[config.mk]
export PLATFORM = sky130hd
export DESIGN_NAME = serial_link_codec
export DESIGN_NICKNAME = d
export VERILOG_FILES = /design/src/link_codec_pkg.sv /design/src/rx_bit_recovery.sv /design/src/serial_link_codec.sv
export SDC_FILE = /design/constraint.sdc
export NUM_CORES = 1
export LEC_CHECK = 0
export ABC_AREA = 0
export BUFFER_PORTS_ARGS = -buffer_cell sky130_fd_sc_hd__buf_2
export CAP_MARGIN = 20
export CORE_MARGIN = 8
export CORE_UTILIZATION = 31
export DETAILED_ROUTE_END_ITERATION = 8
export PLACE_DENSITY_LB_ADDON = 0.08
export SYNTH_ARGS = -nofsm -noshare
export SYNTH_HDL_FRONTEND = slang
export SYNTH_HIERARCHICAL = 1
export SYNTH_SLANG_ARGS = --single-unit
[constraint.sdc]
create_clock -name CLK -period 10.45 [get_ports CLK]
set_clock_uncertainty 0.05 [all_clocks]
set_input_delay 1.045 -clock CLK [delete_from_list [all_inputs] [get_ports CLK]]
set_output_delay 1.045 -clock CLK [all_outputs]
set_load 0.01 [all_outputs]
[src/link_codec_pkg.sv]
package link_codec_pkg;

   typedef enum logic [1:0] {
      WIDTH_8    = 2'h0,
      WIDTH_9    = 2'h1,
      WIDTH_10   = 2'h2,
      WIDTH_RSVD = 2'h3
   } width_t;

   typedef enum logic [1:0] {
      MODE_LOCAL   = 2'h0,
      MODE_CASCADE = 2'h1,
      MODE_TEST    = 2'h2,
      MODE_RSVD    = 2'h3
   } link_mode_t;

   typedef struct packed {
      width_t     width;
      link_mode_t mode;
   } line_cfg_t;

   typedef struct packed {
      logic        is_cmd;
      logic [11:0] lines;
   } rx_word_t;

   typedef struct packed {
      logic     ok;
      rx_word_t word;
   } dec_t;

   localparam int          LINE_COUNT         = 12;
   localparam int          BIT_CYCLES_DEFAULT = 4;
   localparam logic [3:0]  CODE_BITS          = 4'hc;
   localparam logic [3:0]  LEN_8              = 4'ha;
   localparam logic [3:0]  LEN_9              = 4'hb;
   localparam logic [3:0]  LEN_10             = 4'hc;
   localparam logic [11:0] LINES_RESET        = 12'h000;
   localparam logic        LINE_IDLE_LEVEL    = 1'b0;
   localparam logic [4:0]  SYM_J              = 5'h18;
   localparam logic [4:0]  SYM_K              = 5'h11;

   localparam logic [4:0] ENC4_TABLE [16] = '{
      5'h1e, 5'h09, 5'h14, 5'h15, 5'h0a, 5'h0b, 5'h0e, 5'h0f,
      5'h12, 5'h13, 5'h16, 5'h17, 5'h1a, 5'h1b, 5'h1c, 5'h1d};

   localparam logic [5:0] ENC5_TABLE [32] = '{
      6'h36, 6'h11, 6'h24, 6'h25, 6'h12, 6'h13, 6'h16, 6'h17,
      6'h22, 6'h31, 6'h37, 6'h27, 6'h32, 6'h33, 6'h34, 6'h35,
      6'h3e, 6'h19, 6'h29, 6'h2d, 6'h1a, 6'h1b, 6'h1e, 6'h1f,
      6'h2a, 6'h2b, 6'h2e, 6'h2f, 6'h3a, 6'h3b, 6'h3c, 6'h3d};

   // Command letters, none of them a five-bit data code of the nibble coder.
   localparam logic [4:0] LETTER_TABLE [4] = '{
      5'h1f, 5'h0d, 5'h19, 5'h04};

   // A special group in a six-bit slot gets two leading zeros, which no
   // six-bit data code has.
   function automatic logic [5:0] wide_group(input logic [4:0] g);
      return {2'b00, g[3:0]};
   endfunction

   function automatic logic [3:0] code_len(input width_t w);
      case (w)
         WIDTH_9:  return LEN_9;
         WIDTH_10: return LEN_10;
         default:  return LEN_8;
      endcase
   endfunction

   function automatic logic [3:0] cmd_field(input width_t w,
                                            input logic [11:0] ln);
      case (w)
         WIDTH_9:  return {1'b0, ln[11:9]};
         WIDTH_10: return {2'b00, ln[11:10]};
         default:  return ln[11:8];
      endcase
   endfunction

   // Returns the code left-justified in twelve bits.
   function automatic logic [11:0] encode_word(input width_t w,
                                               input logic [11:0] ln,
                                               input logic sync);
      logic [3:0]  c;
      logic [4:0]  hs;
      logic [4:0]  ls;
      logic        special;
      logic [11:0] r;
      c       = cmd_field(w, ln);
      hs      = sync ? SYM_J : LETTER_TABLE[c[3:2]];
      ls      = sync ? SYM_K : LETTER_TABLE[c[1:0]];
      special = sync | (c != 4'h0);
      case (w)
         WIDTH_9:  r = special ? {wide_group(hs), ls, 1'b0}
                               : {ENC5_TABLE[ln[8:4]], ENC4_TABLE[ln[3:0]],
                                  1'b0};
         WIDTH_10: r = special ? {wide_group(hs), wide_group(ls)}
                               : {ENC5_TABLE[ln[8:4]],
                                  ENC5_TABLE[{ln[9], ln[3:0]}]};
         default:  r = special ? {hs, ls, 2'b00}
                               : {ENC4_TABLE[ln[7:4]], ENC4_TABLE[ln[3:0]],
                                  2'b00};
      endcase
      return r;
   endfunction

   function automatic logic [2:0] letter_idx(input logic [5:0] g,
                                             input logic wide);
      logic [2:0] r;
      r = 3'h0;
      for (int i = 0; i < 4; i++) begin
         if (g == (wide ? wide_group(LETTER_TABLE[i])
                        : {1'b0, LETTER_TABLE[i]})) begin
            r = {1'b1, 2'(i)};
         end
      end
      return r;
   endfunction

   function automatic logic [4:0] dec4(input logic [4:0] g);
      logic [4:0] r;
      r = 5'h00;
      for (int i = 0; i < 16; i++) begin
         if (ENC4_TABLE[i] == g) begin
            r = {1'b1, 4'(i)};
         end
      end
      return r;
   endfunction

   function automatic logic [5:0] dec5(input logic [5:0] g);
      logic [5:0] r;
      r = 6'h00;
      for (int i = 0; i < 32; i++) begin
         if (ENC5_TABLE[i] == g) begin
            r = {1'b1, 5'(i)};
         end
      end
      return r;
   endfunction

   function automatic dec_t decode_word(input width_t w,
                                        input logic [11:0] lj);
      logic [5:0] hi;
      logic [5:0] lo;
      logic       wh;
      logic       wl;
      logic [2:0] lh;
      logic [2:0] ll;
      logic [4:0] d4h;
      logic [4:0] d4l;
      logic [5:0] d5h;
      logic [5:0] d5l;
      dec_t       r;
      wh  = (w == WIDTH_9) || (w == WIDTH_10);
      wl  = (w == WIDTH_10);
      hi  = wh ? lj[11:6] : {1'b0, lj[11:7]};
      lo  = wl ? lj[5:0] : (wh ? {1'b0, lj[5:1]} : {1'b0, lj[6:2]});
      lh  = letter_idx(hi, wh);
      ll  = letter_idx(lo, wl);
      d4h = dec4(hi[4:0]);
      d4l = dec4(lo[4:0]);
      d5h = dec5(hi);
      d5l = dec5(lo);
      r   = '0;
      if (lh[2] && ll[2]) begin
         r.word.is_cmd = 1'b1;
         case (w)
            WIDTH_9: begin
               r.ok         = !lh[1];
               r.word.lines = {lh[0], ll[1:0], 9'h000};
            end
            WIDTH_10: begin
               r.ok         = (lh[1:0] == 2'h0);
               r.word.lines = {ll[1:0], 10'h000};
            end
            default: begin
               r.ok         = 1'b1;
               r.word.lines = {lh[1:0], ll[1:0], 8'h00};
            end
         endcase
      end else begin
         case (w)
            WIDTH_9: begin
               r.ok         = d5h[5] & d4l[4];
               r.word.lines = {3'h0, d5h[4:0], d4l[3:0]};
            end
            WIDTH_10: begin
               r.ok         = d5h[5] & d5l[5];
               r.word.lines = {2'h0, d5l[4], d5h[4:0], d5l[3:0]};
            end
            default: begin
               r.ok         = d4h[4] & d4l[4];
               r.word.lines = {4'h0, d4h[3:0], d4l[3:0]};
            end
         endcase
      end
      return r;
   endfunction

endpackage

[src/rx_bit_recovery.sv]
`timescale 1ns/100ps
module rx_bit_recovery #(
   parameter int BIT_CYCLES = link_codec_pkg::BIT_CYCLES_DEFAULT
) (
   // Clock and reset
   input  wire logic clk,
   input  wire logic reset_n,
   // Timing source selection
   input  wire logic test_mode,
   // Pins
   input  wire logic ser_pin,
   input  wire logic tick_pin,
   // Recovered bits
   output logic      bit_valid,
   output logic      bit_value,
   output logic      line_level
);
   import link_codec_pkg::*;

   localparam int             PW         = $clog2(BIT_CYCLES);
   localparam logic [PW-1:0] PHASE_LAST = PW'(BIT_CYCLES - 1);
   localparam logic [PW-1:0] PHASE_MID  = PW'(BIT_CYCLES / 2);

   if (BIT_CYCLES < 4) begin : g_bad_bit_cycles
      $error("BIT_CYCLES must be at least 4");
   end

   logic          ser_meta_q;
   logic          ser_sync_q;
   logic          ser_prev_q;
   logic          tick_meta_q;
   logic          tick_sync_q;
   logic          tick_prev_q;
   logic [PW-1:0] phase_q;
   logic [PW-1:0] phase_d;
   logic          level_q;
   logic          valid_q;
   logic          value_q;
   logic          edge_seen;
   logic          sample;

   // Any transition re-centres the sampling phase on the bit cell.
   assign edge_seen = ser_sync_q ^ ser_prev_q;
   assign phase_d   = (edge_seen || phase_q == PHASE_LAST) ? '0
                                                           : phase_q + 1'b1;
   // [RULE_12] external bit timing
   assign sample    = test_mode ? (tick_sync_q & ~tick_prev_q)
                                : (phase_q == PHASE_MID);

   always_ff @(posedge clk) begin
      if (!reset_n) begin
         ser_meta_q  <= LINE_IDLE_LEVEL;
         ser_sync_q  <= LINE_IDLE_LEVEL;
         ser_prev_q  <= LINE_IDLE_LEVEL;
         tick_meta_q <= 1'b0;
         tick_sync_q <= 1'b0;
         tick_prev_q <= 1'b0;
         phase_q     <= '0;
         level_q     <= LINE_IDLE_LEVEL;
         valid_q     <= 1'b0;
         value_q     <= 1'b0;
      end else begin
         ser_meta_q  <= ser_pin;
         ser_sync_q  <= ser_meta_q;
         ser_prev_q  <= ser_sync_q;
         tick_meta_q <= tick_pin;
         tick_sync_q <= tick_meta_q;
         tick_prev_q <= tick_sync_q;
         phase_q     <= phase_d;
         level_q     <= sample ? ser_sync_q : level_q;
         valid_q     <= sample;
         // A change of level since the last sample is a one.
         value_q     <= sample ? (ser_sync_q ^ level_q) : value_q;
      end
   end

   assign bit_valid  = valid_q;
   assign bit_value  = value_q;
   assign line_level = ser_prev_q;

endmodule // rx_bit_recovery

[src/serial_link_codec.sv]
`timescale 1ns/100ps
// Overview of operation
// [RULE_01] Transmitter latches each host word, encodes it, shifts it out.
// [RULE_02] Eight-bit width: each nibble maps to its own five-bit code group.
// [RULE_03] The whole encoded byte leaves as an NRZI line stream.
// [RULE_04] Host strobes each word in; transmitter answers with acknowledge.
// [RULE_05] Data or command symbols go out only in slots the host strobed.
// [RULE_06] Every slot without a strobed word carries the unique sync symbol.
// [RULE_07] Receiver sets its byte boundaries from detected sync symbols.
// [RULE_08] A received sync never changes the held output word.
// [RULE_09] Receiver deserialises, decodes, presents each word with a strobe.
// [RULE_10] Twelve parallel lines split 8/4, 9/3 or 10/2 data and command.
// [RULE_11] Local and cascade link modes; cascade repeats the line downstream.
// [RULE_12] Test mode takes bit timing from external ticks, not dividers.
// [RULE_13] Any nonzero command bit sends a command symbol; data is ignored.
// [RULE_14] Nine-bit width uses a six-bit upper group; ten-bit uses two.
// [RULE_15] Serial bits leave most significant bit of the upper group first.
// [RULE_16] NRZI: a one toggles the line, a zero leaves it.
// [RULE_17] Width and mode stay fixed in operation and match at both ends.
module serial_link_codec #(
   parameter int BIT_CYCLES = link_codec_pkg::BIT_CYCLES_DEFAULT
) (
   // Clock and reset
   input  wire logic                                   CLK,
   input  wire logic                                   RESET_N,
   // Line configuration, held while the link runs
   input  wire link_codec_pkg::line_cfg_t              CFG,
   // Host transmit side
   input  wire logic [link_codec_pkg::LINE_COUNT-1:0] TX_LINES,
   input  wire logic                                   INPUT_WORD_STROBE,
   output logic                                        TX_ACK,
   // External bit timing for test mode
   input  wire logic                                   TEST_TX_TICK,
   input  wire logic                                   TEST_RX_TICK,
   // Serial medium
   output logic                                        SER_OUT,
   input  wire logic                                   SER_IN,
   output logic                                        CASCADE_OUT,
   // Host receive side
   output link_codec_pkg::rx_word_t                    RX_WORD,
   output logic                                        RX_STROBE,
   output logic                                        RX_VIOLATION,
   output logic                                        RX_FRAMED
);
   import link_codec_pkg::*;

   localparam int             PW       = $clog2(BIT_CYCLES);
   localparam logic [PW-1:0] DIV_LAST = PW'(BIT_CYCLES - 1);

   if (BIT_CYCLES < 4 || BIT_CYCLES > 256) begin : g_bad_bit_cycles
      $error("BIT_CYCLES must lie between 4 and 256");
   end

   logic          test_mode;
   logic [3:0]    slot_len;
   logic          ack_q;
   logic          full_q;
   logic [11:0]   latch_q;
   logic [PW-1:0] div_q;
   logic          ttk_meta_q;
   logic          ttk_sync_q;
   logic          ttk_prev_q;
   logic [11:0]   sh_q;
   logic [11:0]   sh_d;
   logic [3:0]    left_q;
   logic [3:0]    left_d;
   logic          line_q;
   logic          take;
   logic          tx_tick;
   logic          slot_end;
   logic          load;
   logic          load_data;
   logic          tx_bit;
   logic [11:0]   next_code;
   logic [11:0]   sync_code;
   logic          tx_cmd_nz;
   dec_t          tx_chk;

   assign test_mode = (CFG.mode == MODE_TEST);
   // [RULE_14] slot length by width
   assign slot_len  = code_len(CFG.width);

   // [RULE_04] four-phase handshake
   assign take      = INPUT_WORD_STROBE & ~ack_q & ~full_q;
   // [RULE_12] external bit timing
   assign tx_tick   = test_mode ? (ttk_sync_q & ~ttk_prev_q)
                                : (div_q == DIV_LAST);
   assign slot_end  = (left_q == 4'h0);
   assign load      = tx_tick & slot_end;
   // [RULE_05] only strobed words
   assign load_data = load & full_q;
   // [RULE_02] nibble code groups
   // [RULE_06] sync fills empty slots
   assign next_code = encode_word(CFG.width, latch_q, ~full_q);
   assign sync_code = encode_word(CFG.width, LINES_RESET, 1'b1);
   // [RULE_13] command check
   assign tx_cmd_nz = (cmd_field(CFG.width, latch_q) != 4'h0);
   assign tx_chk    = decode_word(CFG.width, next_code);
   // [RULE_15] upper group first
   assign tx_bit    = slot_end ? next_code[11] : sh_q[11];
   assign sh_d      = !tx_tick ? sh_q
                    : (slot_end ? {next_code[10:0], 1'b0}
                                : {sh_q[10:0], 1'b0});
   assign left_d    = !tx_tick ? left_q
                    : (slot_end ? slot_len - 4'h1 : left_q - 4'h1);

   always_ff @(posedge CLK) begin
      if (!RESET_N) begin
         ack_q      <= 1'b0;
         full_q     <= 1'b0;
         latch_q    <= LINES_RESET;
         div_q      <= '0;
         ttk_meta_q <= 1'b0;
         ttk_sync_q <= 1'b0;
         ttk_prev_q <= 1'b0;
         sh_q       <= 12'h000;
         left_q     <= 4'h0;
         line_q     <= LINE_IDLE_LEVEL;
      end else begin
         ack_q      <= take | (ack_q & INPUT_WORD_STROBE);
         // [RULE_01] input latch
         full_q     <= take | (full_q & ~load_data);
         latch_q    <= take ? TX_LINES : latch_q;
         div_q      <= (div_q == DIV_LAST) ? '0 : div_q + 1'b1;
         ttk_meta_q <= TEST_TX_TICK;
         ttk_sync_q <= ttk_meta_q;
         ttk_prev_q <= ttk_sync_q;
         sh_q       <= sh_d;
         left_q     <= left_d;
         // [RULE_03] NRZI line coding
         // [RULE_16] one toggles line
         line_q     <= line_q ^ (tx_tick & tx_bit);
      end
   end

   assign TX_ACK  = ack_q;
   assign SER_OUT = line_q;

   logic        bit_valid;
   logic        bit_value;
   logic        line_level;
   logic [11:0] rsh_q;
   logic [11:0] rsh_d;
   logic [11:0] len_mask;
   logic [11:0] sync_rj;
   logic [11:0] word_lj;
   logic [3:0]  rcnt_q;
   logic [3:0]  rcnt_d;
   logic        framed_q;
   logic        sync_hit;
   logic        word_done;
   dec_t        dec;
   rx_word_t    word_q;
   logic        strobe_q;
   logic        viol_q;
   logic        cascade_q;

   rx_bit_recovery #(
      .BIT_CYCLES (BIT_CYCLES)
   ) u_bit_recovery (
      .clk        (CLK),
      .reset_n    (RESET_N),
      .test_mode  (test_mode),
      .ser_pin    (SER_IN),
      .tick_pin   (TEST_RX_TICK),
      .bit_valid  (bit_valid),
      .bit_value  (bit_value),
      .line_level (line_level)
   );

   assign rsh_d     = bit_valid ? {rsh_q[10:0], bit_value} : rsh_q;
   assign len_mask  = ~(12'hfff << slot_len);
   assign sync_rj   = sync_code >> (CODE_BITS - slot_len);
   // [RULE_07] framing from sync
   assign sync_hit  = bit_valid & ((rsh_d & len_mask) == sync_rj);
   // [RULE_08] sync never strobes
   assign word_done = bit_valid & framed_q & ~sync_hit
                    & ((rcnt_q + 4'h1) == slot_len);
   assign word_lj   = rsh_d << (CODE_BITS - slot_len);
   // [RULE_10] split by width
   assign dec       = decode_word(CFG.width, word_lj);
   assign rcnt_d    = (sync_hit || word_done) ? 4'h0
                    : ((bit_valid && framed_q) ? rcnt_q + 4'h1 : rcnt_q);

   always_ff @(posedge CLK) begin
      if (!RESET_N) begin
         rsh_q     <= 12'h000;
         rcnt_q    <= 4'h0;
         framed_q  <= 1'b0;
         word_q    <= '0;
         strobe_q  <= 1'b0;
         viol_q    <= 1'b0;
         cascade_q <= 1'b0;
      end else begin
         rsh_q     <= rsh_d;
         rcnt_q    <= rcnt_d;
         framed_q  <= framed_q | sync_hit;
         // [RULE_09] present decoded word
         word_q    <= (word_done && dec.ok) ? dec.word : word_q;
         strobe_q  <= word_done & dec.ok;
         viol_q    <= word_done & ~dec.ok;
         // [RULE_11] cascade repeater
         cascade_q <= (CFG.mode == MODE_CASCADE) & line_level;
      end
   end

   assign RX_WORD      = word_q;
   assign RX_STROBE    = strobe_q;
   assign RX_VIOLATION = viol_q;
   assign RX_FRAMED    = framed_q;
   assign CASCADE_OUT  = cascade_q;
endmodule // serial_link_codec

* Word level (Yosys, flattened, before mapping)
Memory sizes are Yosys's and may differ from the RTL's.
Index checks and enable logic that the tools add are counted.
** Storage, ports and cells
- Flip-flop bits (word level) :: 80
- Memory bits (read-only) :: 544
- Input port bits :: 22
- Output and inout bits :: 19
- Logic and storage cells :: 362
- Memories :: 4
** Operators by class
- $add $sub $neg :: 6
- Order comparisons :: 6
- Equality and inequality tests :: 113
- Shift operators :: 3
- Multiplexer cells :: 147
- Bitwise gates (word level) :: 42
- Reductions and logical operators :: 13
** Memory list
- (name not given) :: words 32, width 6, rd ports 1, clocked after memory_dff 0, wr ports 0, line link_codec_pkg.sv:99 : ENC5_TABLE[{ln[9], ln[3:0]}]};
- (name not given) :: words 32, width 6, rd ports 1, clocked after memory_dff 0, wr ports 0, line link_codec_pkg.sv:98 : : {ENC5_TABLE[ln[8:4]],
- (name not given) :: words 16, width 5, rd ports 1, clocked after memory_dff 0, wr ports 0, line link_codec_pkg.sv:101 : : {ENC4_TABLE[ln[7:4]], ENC4_TABLE[ln[3:0]],
- (name not given) :: words 16, width 5, rd ports 1, clocked after memory_dff 0, wr ports 0, line link_codec_pkg.sv:101
** Operators by type and width (count)
- $mux 6 :: 70
- $eq 6x6->1 const A :: 44
- $mux 5 :: 47
- $eq 5x6->1 const A :: 20
- $eq 5x5->1 const A :: 22
- $mux 12 :: 6
- $pmux 12 s2 :: 3
- $eq 4x5->1 const A :: 10
- $eq 6x5->1 :: 4
- $mux 3 :: 8
- $bmux 5 s2 :: 2
- $pmux 10 s2 :: 1
- $and 1x1->1 :: 19
- $and 12x12->12 :: 1
- $eq 12x12->1 :: 1
- $eq 6x3->1 const B :: 2
- $eq 6x4->1 const B :: 2
- $ge 6x6->1 const B :: 2
- $not 12->12 :: 1
- $not 5->6 :: 2
- $shl 12x4->12 :: 1
- $shl 12x4->12 const A :: 1
- $shr 12x4->12 :: 1
- $eq 2x2->1 const B :: 5
- other kinds (25) :: 55

* Depth between registers and ports, before layout
- Word-level depth :: 44
- Gate-level depth with buffers :: 17

* Cells and area by module
The synthesis kept the hierarchy.
** By module, submodules not included
- serial_link_codec :: instances 1, cells an instance 785, area each 5641.7 um^2, sequential area each 1361.3 um^2
- rx_bit_recovery :: instances 1, cells an instance 37, area each 392.9 um^2, sequential area each 220.2 um^2

* Worst setup path before layout
OpenSTA, ideal clock, no wires.
- Path kind :: input to register
- Start point :: input CFG[2] (netlist bit)
- End point :: register word_q, in the netlist RX_WORD[4]
- Setup time :: 0.069 ns
- Data arrival time :: 4.261 ns
- Data required time :: 10.331 ns
- Path slack :: 6.070 ns
- Stages on the path :: 15
- Buffers on the path :: 3
- Path through :: inv_1 > ha_1 > or2_2 > clkbuf_1 > o22ai_1 > a211oi_1 > or2_2 > clkbuf_1 > or3_1 > a31oi_1 > nor3_1 > o311a_1 > buf_6 > or4_1 > o21ai_1
** Between the ends
- Cells in the longest elaborated chain, start to end :: 43
** RTL lines
- start, declared :: line serial_link_codec.sv:27 : input wire link_codec_pkg::line_cfg_t CFG,
- $eq 2x2->1 or $eq 2x1->1 (tied branches)
- $pmux 3 s2 :: line link_codec_pkg.sv:64 : case (w)
- $sub 4x4->4 :: line serial_link_codec.sv:173, serial_link_codec.sv:179
- $shl 12x4->12 :: line serial_link_codec.sv:179 : assign word_lj = rsh_d << (CODE_BITS - slot_len);
- $mux 5 :: line link_codec_pkg.sv:158 : lo = wl ? lj[5:0] : (wh ? {1'b0, lj[5:1]} : {1'b0, lj[6:2]});
- $mux 6 :: line link_codec_pkg.sv:158
- $eq 6x6->1 :: line link_codec_pkg.sv:135 : if (ENC5_TABLE[i] == g) begin
- $mux 6 (32 in series) :: line link_codec_pkg.sv:135
- $and 1x1->1 :: line link_codec_pkg.sv:189 : r.ok = d5h[5] & d5l[5];
- $pmux 1 s2 :: line link_codec_pkg.sv:183 : case (w)
- $mux 1 :: line link_codec_pkg.sv:166 : if (lh[2] && ll[2]) begin
- $logic_and 1x1->1 :: line serial_link_codec.sv:199 : word_q <= (word_done && dec.ok) ? dec.word : word_q;
- end signal, assigned :: line serial_link_codec.sv:199
- end, declared :: line serial_link_codec.sv:153 : rx_word_t word_q;
Parallel ways exist; a longest one is shown, timed or not.
A chain may end at the register's enable or synchronous reset.

* Final worst setup path
- Start point :: input CFG[3] (netlist bit)
- End point :: register word_q, in the netlist RX_WORD[2]
Same word-level chain as after synthesis.

==> tab_implementation.tex <==
\begin{tabular}{lr}
\hline
Metric & Value \\
\hline
\multicolumn{2}{l}{\textbf{Critical path}} \\
\quad Worst Setup Start Kind & primary input \\
\quad Cell family with the largest share of critical-path delay & compound AO/OA/AOI/OAI gates \\
\quad Crit Path Category & primary input to register \\
\quad List of cells traversed by the critical path & buf\_2 -> inv\_1 -> ha\_1 -> inv\_2 -> mux2i\_2 -> a221oi\_1 -> nor2\_1 -> nand3\_4 -> or3\_1 -> a31oi\_1 -> nor3\_1 -> o311ai\_1 -> a21oi\_1 -> a41o\_1 \\
\quad Maximum fanout along the worst path & 29 \\
\quad Required time reported for the critical path endpoint & 10.64 ns \\
\quad Critical Path Max Stage Delay & 0.80 ns \\
\quad Endpoint kind of the worst setup timing path & register \\
\quad Slowest cell on crit path & ha\_1 \\
\quad Signal arrival time at the worst endpoint & 5.81 ns \\
\quad Number of buffers and inverters on the critical path & 3 \\
\multicolumn{2}{l}{\textbf{Power}} \\
\quad Highest ir drop seen on vdd & 0.0684 mV \\
\quad Pwr per Cell Area & 129 nW/µm² \\
\quad Power consumption & 0.000861 W \\
\quad Standby leakage power & 2.28 nW \\
\multicolumn{2}{l}{\textbf{STA}} \\
\quad Timing-limited maximum frequency & 0.178 GHz \\
\quad Final TNS setup & 0 ns \\
\quad Transition at the pin with the smallest max-transition slack & 1.12 ns \\
\quad Unrepaired setup endpoints after global routing & false \\
\quad Count of final hold-check violations & 0 \\
\quad Setup violators final & 0 \\
\quad Final Cycle Share & 53.8\% \\
\quad Slew margin rel. & 24.6\% \\
\quad Fin. max-slew vios & 0 \\
\quad Min cycle time layout & 5.62 ns \\
\quad Worst hold margin & 0.384 ns \\
\multicolumn{2}{l}{\textbf{Route}} \\
\quad Detailed-routing iteration count for the pre-antenna-repair pass & 5 \\
\quad Routed length per placed instance & 19.0 µm \\
\quad Remaining number of nets flagged by the antenna check after routing & 0 \\
\quad Average vias per placed instance & 5.71 \\
\quad Total routed wirelength & 20,600 µm \\
\quad Routed vias & 6,216 \\
\quad Drt first-iter violations & 382 \\
\quad Post-detailed-route DRC marker count & 0 \\
\multicolumn{2}{l}{\textbf{Clocking}} \\
\quad CTS Root Cell & clkbuf\_16 \\
\quad Clock insertion delay at the later pin of the skew report & 0.35 ns \\
\quad Number of gates resized after cts & 0 \\
\quad CTS buffer count & 9 \\
\quad Clock sink total & 79 \\
\quad Setup repair bufs after CTS & 0 \\
\quad Number of buffers on the longest clock path & 2 \\
\quad Total of hold buffers inserted after clock tree synthesis & 0 \\
\quad CTS tree & done \\
\quad Clock slew at reported path FFs & 0.07 ns \\
\quad \# H-tree levels & 3 \\
\multicolumn{2}{l}{\textbf{Die}} \\
\quad Die Y-Extent & 156 µm \\
\quad Die area & 24,200 µm² \\
\quad Core box area & 19,300 µm² \\
\quad Chip width & 156 µm \\
\quad Number of placement rows & 51 \\
\quad Starting Density & 31.3\% \\
\quad \# IOs & 41 \\
\multicolumn{2}{l}{\textbf{Placed design}} \\
\quad HPWL after DPL & 14,900 µm \\
\quad Placer's final routability congestion estimate & 0.886 \\
\quad Number of port buffers & 40 \\
\quad Cell total after placement & 1,072 \\
\multicolumn{2}{l}{\textbf{Finish}} \\
\quad Most common cell after layout, fill and taps aside & nand2\_1 \\
\quad Total inserted antenna cells & 0 \\
\quad Final layout net count & 853 \\
\quad Fraction of layout instances using a drive strength above 1 & 13.2\% \\
\quad Highest-count cells in the layout ignoring fill and taps & nand2\_1 (97), nor2\_1 (93), dfxtp\_1 (79) \\
\quad Number of cells in the finished layout apart from fillers & 1,088 \\
\quad Synthesis-to-finish area growth & 10.6\% \\
\multicolumn{2}{l}{\textbf{Yosys}} \\
\quad Async S/R FF share, synth & 0\% \\
\quad Ys flop type & dfxtp\_1 \\
\quad Mapped Nets & 857 \\
\quad Post-synthesis cell type count & 89 \\
\quad Number of enable flip-flop cells after synthesis & 0 \\
\quad Cell area after synthesis & 6030 µm² \\
\quad Number of synthesis warnings & 6 \\
\quad Mean instance size in the synthesized netlist & 7.34 µm² \\
\quad Gate count after technology mapping & 822 \\
\quad Share of synthesized area occupied by flip-flops and latches & 26.2\% \\
\quad Number of flip-flops and latches in the synthesized netlist & 79 \\
\multicolumn{2}{l}{\textbf{Job}} \\
\quad MaxCap Viol Count & 0 \\
\multicolumn{2}{l}{\textbf{Global routing}} \\
\quad Number of global-route vias before repair & 5,901 \\
\quad Wire length of the first global-routing pass & 32,900 µm \\
\quad Antenna violations before repair & 0 \\
\quad Maximum number of pins on one net before global-route repair & 72 \\
\quad Total track usage & 17.0\% \\
\quad GRT overflow & 0 \\
\multicolumn{2}{l}{\textbf{Run status}} \\
\quad Outcome & finished clean \\
\multicolumn{2}{l}{\textbf{Hold path}} \\
\quad Worst hold-check path type & register to register \\
\hline
\end{tabular}
[cell usage after synthesis, types with 11 or more instances]
cell type  number  area [µm²]
clkbuf_1       44         165
dfxtp_1        79        1580
nor3_1         28         140
ha_1           13         163
o21ai_0        47         235
buf_2          11        55.1
o211ai_1       16         120
a21oi_1        77         385
mux2i_1        19         190
nor2_1         93         349
a31oi_1        11        68.8
nand2_1        97         364
inv_1          17        63.8
nand3_1        27         135
o22ai_1        11        68.8
[where the power goes]
| part | leakage (nW) | switching (W) | internal, W |
|---|---|---|---|
| logic | 1.48 | 0.000131 | 0.0000629 |
| clock network | 0.152 | 0.000147 | 0.000196 |
| registers | 0.642 | 0.0000124 | 0.000312 |
| total | 2.28 | 0.000290 | 0.000571 |
[final timing paths]
check	slack (ns)	depth (start not counted)	from	endpoint
worst max-delay path	4.83	14	CFG[3]	RX_WORD[2]
worst min-delay path	0.38	1	div_q[0]	div_q[0]
worst max register to register	5.83	12	u_bit_recovery/bit_valid	RX_WORD[2]
worst min register to register	0.38	1	div_q[0]	div_q[0]
[sequential cells by signal, summed over array words and instances (netlist names), 2 cells and up]
name and count:
RX_WORD 13, latch_q 12, rsh_q 12, sh_q 11, left_q 4, rcnt_q 4, div_q 2, u_bit_recovery/phase_q 2
[final cells by class]
class | count | area (µm²)
clock buffer | 10 | 239
fill | 2114 | 12600
multi-input combinational | 659 | 4100
timing repair buffer | 49 | 272
tap | 265 | 332
clock inverter | 6 | 75.1
inverter | 20 | 75.1
sequential | 79 | 1580
[metal layers]
| metal | vias to the layer above | wire length (µm) | GRT usage [%] |
|---|---|---|---|
| li1 | 3039 | - | - |
| met1 | 2951 | 9340 | 21.9 |
| met2 | 191 | 9810 | 27.8 |
| met3 | 35 | 904 | 2.61 |
| met4 | 0 | 576 | 7.02 |
| met5 | - | 0 | 0 |
[logic make-up (layout without fill, tap and decap cells)]
family | after synthesis | count (layout) | synth area share, %
AND/OR/NAND/NOR | 329 | 329 | 26.1
adder cells (fa/ha/maj) | 13 | 13 | 2.70
multiplexers | 32 | 32 | 6.22
AO/OA/AOI/OAI | 270 | 270 | 30.6
flip-flops | 79 | 79 | 26.2
XOR/XNOR | 15 | 15 | 2.18
buffers and inverters | 84 | 85 | 6.01
[through the flow]
| stage | area (µm²) | worst slack, ns | utilization, % |
|---|---|---|---|
| 6_report | 6670 | 4.83 | 34.6 |
| 2_1_floorplan | 6030 | 6.07 | - |
| 3_3_place_gp | 6350 | 4.56 | 32.9 |
| 5_1_grt | 6670 | 4.42 | 34.6 |
| 3_5_place_dp | 6360 | 4.53 | 33.0 |
| 4_1_cts | 6670 | 4.88 | 34.6 |
[worst reg2reg max path, stage by stage (launching register included)]
cell and delay, ns:
dfxtp_1 0.31, buf_4 0.32, mux2i_2 0.64, mux2_4 0.32, nor4_1 0.07, o21ai_1 0.63, nor2_1 0.24, a22o_1 0.23
a222oi_1 0.34, o21ai_0 0.19, o311ai_1 0.78, a21oi_1 0.14, a41o_1 0.24
No activity file was read; power rests on OpenSTA's default activity.
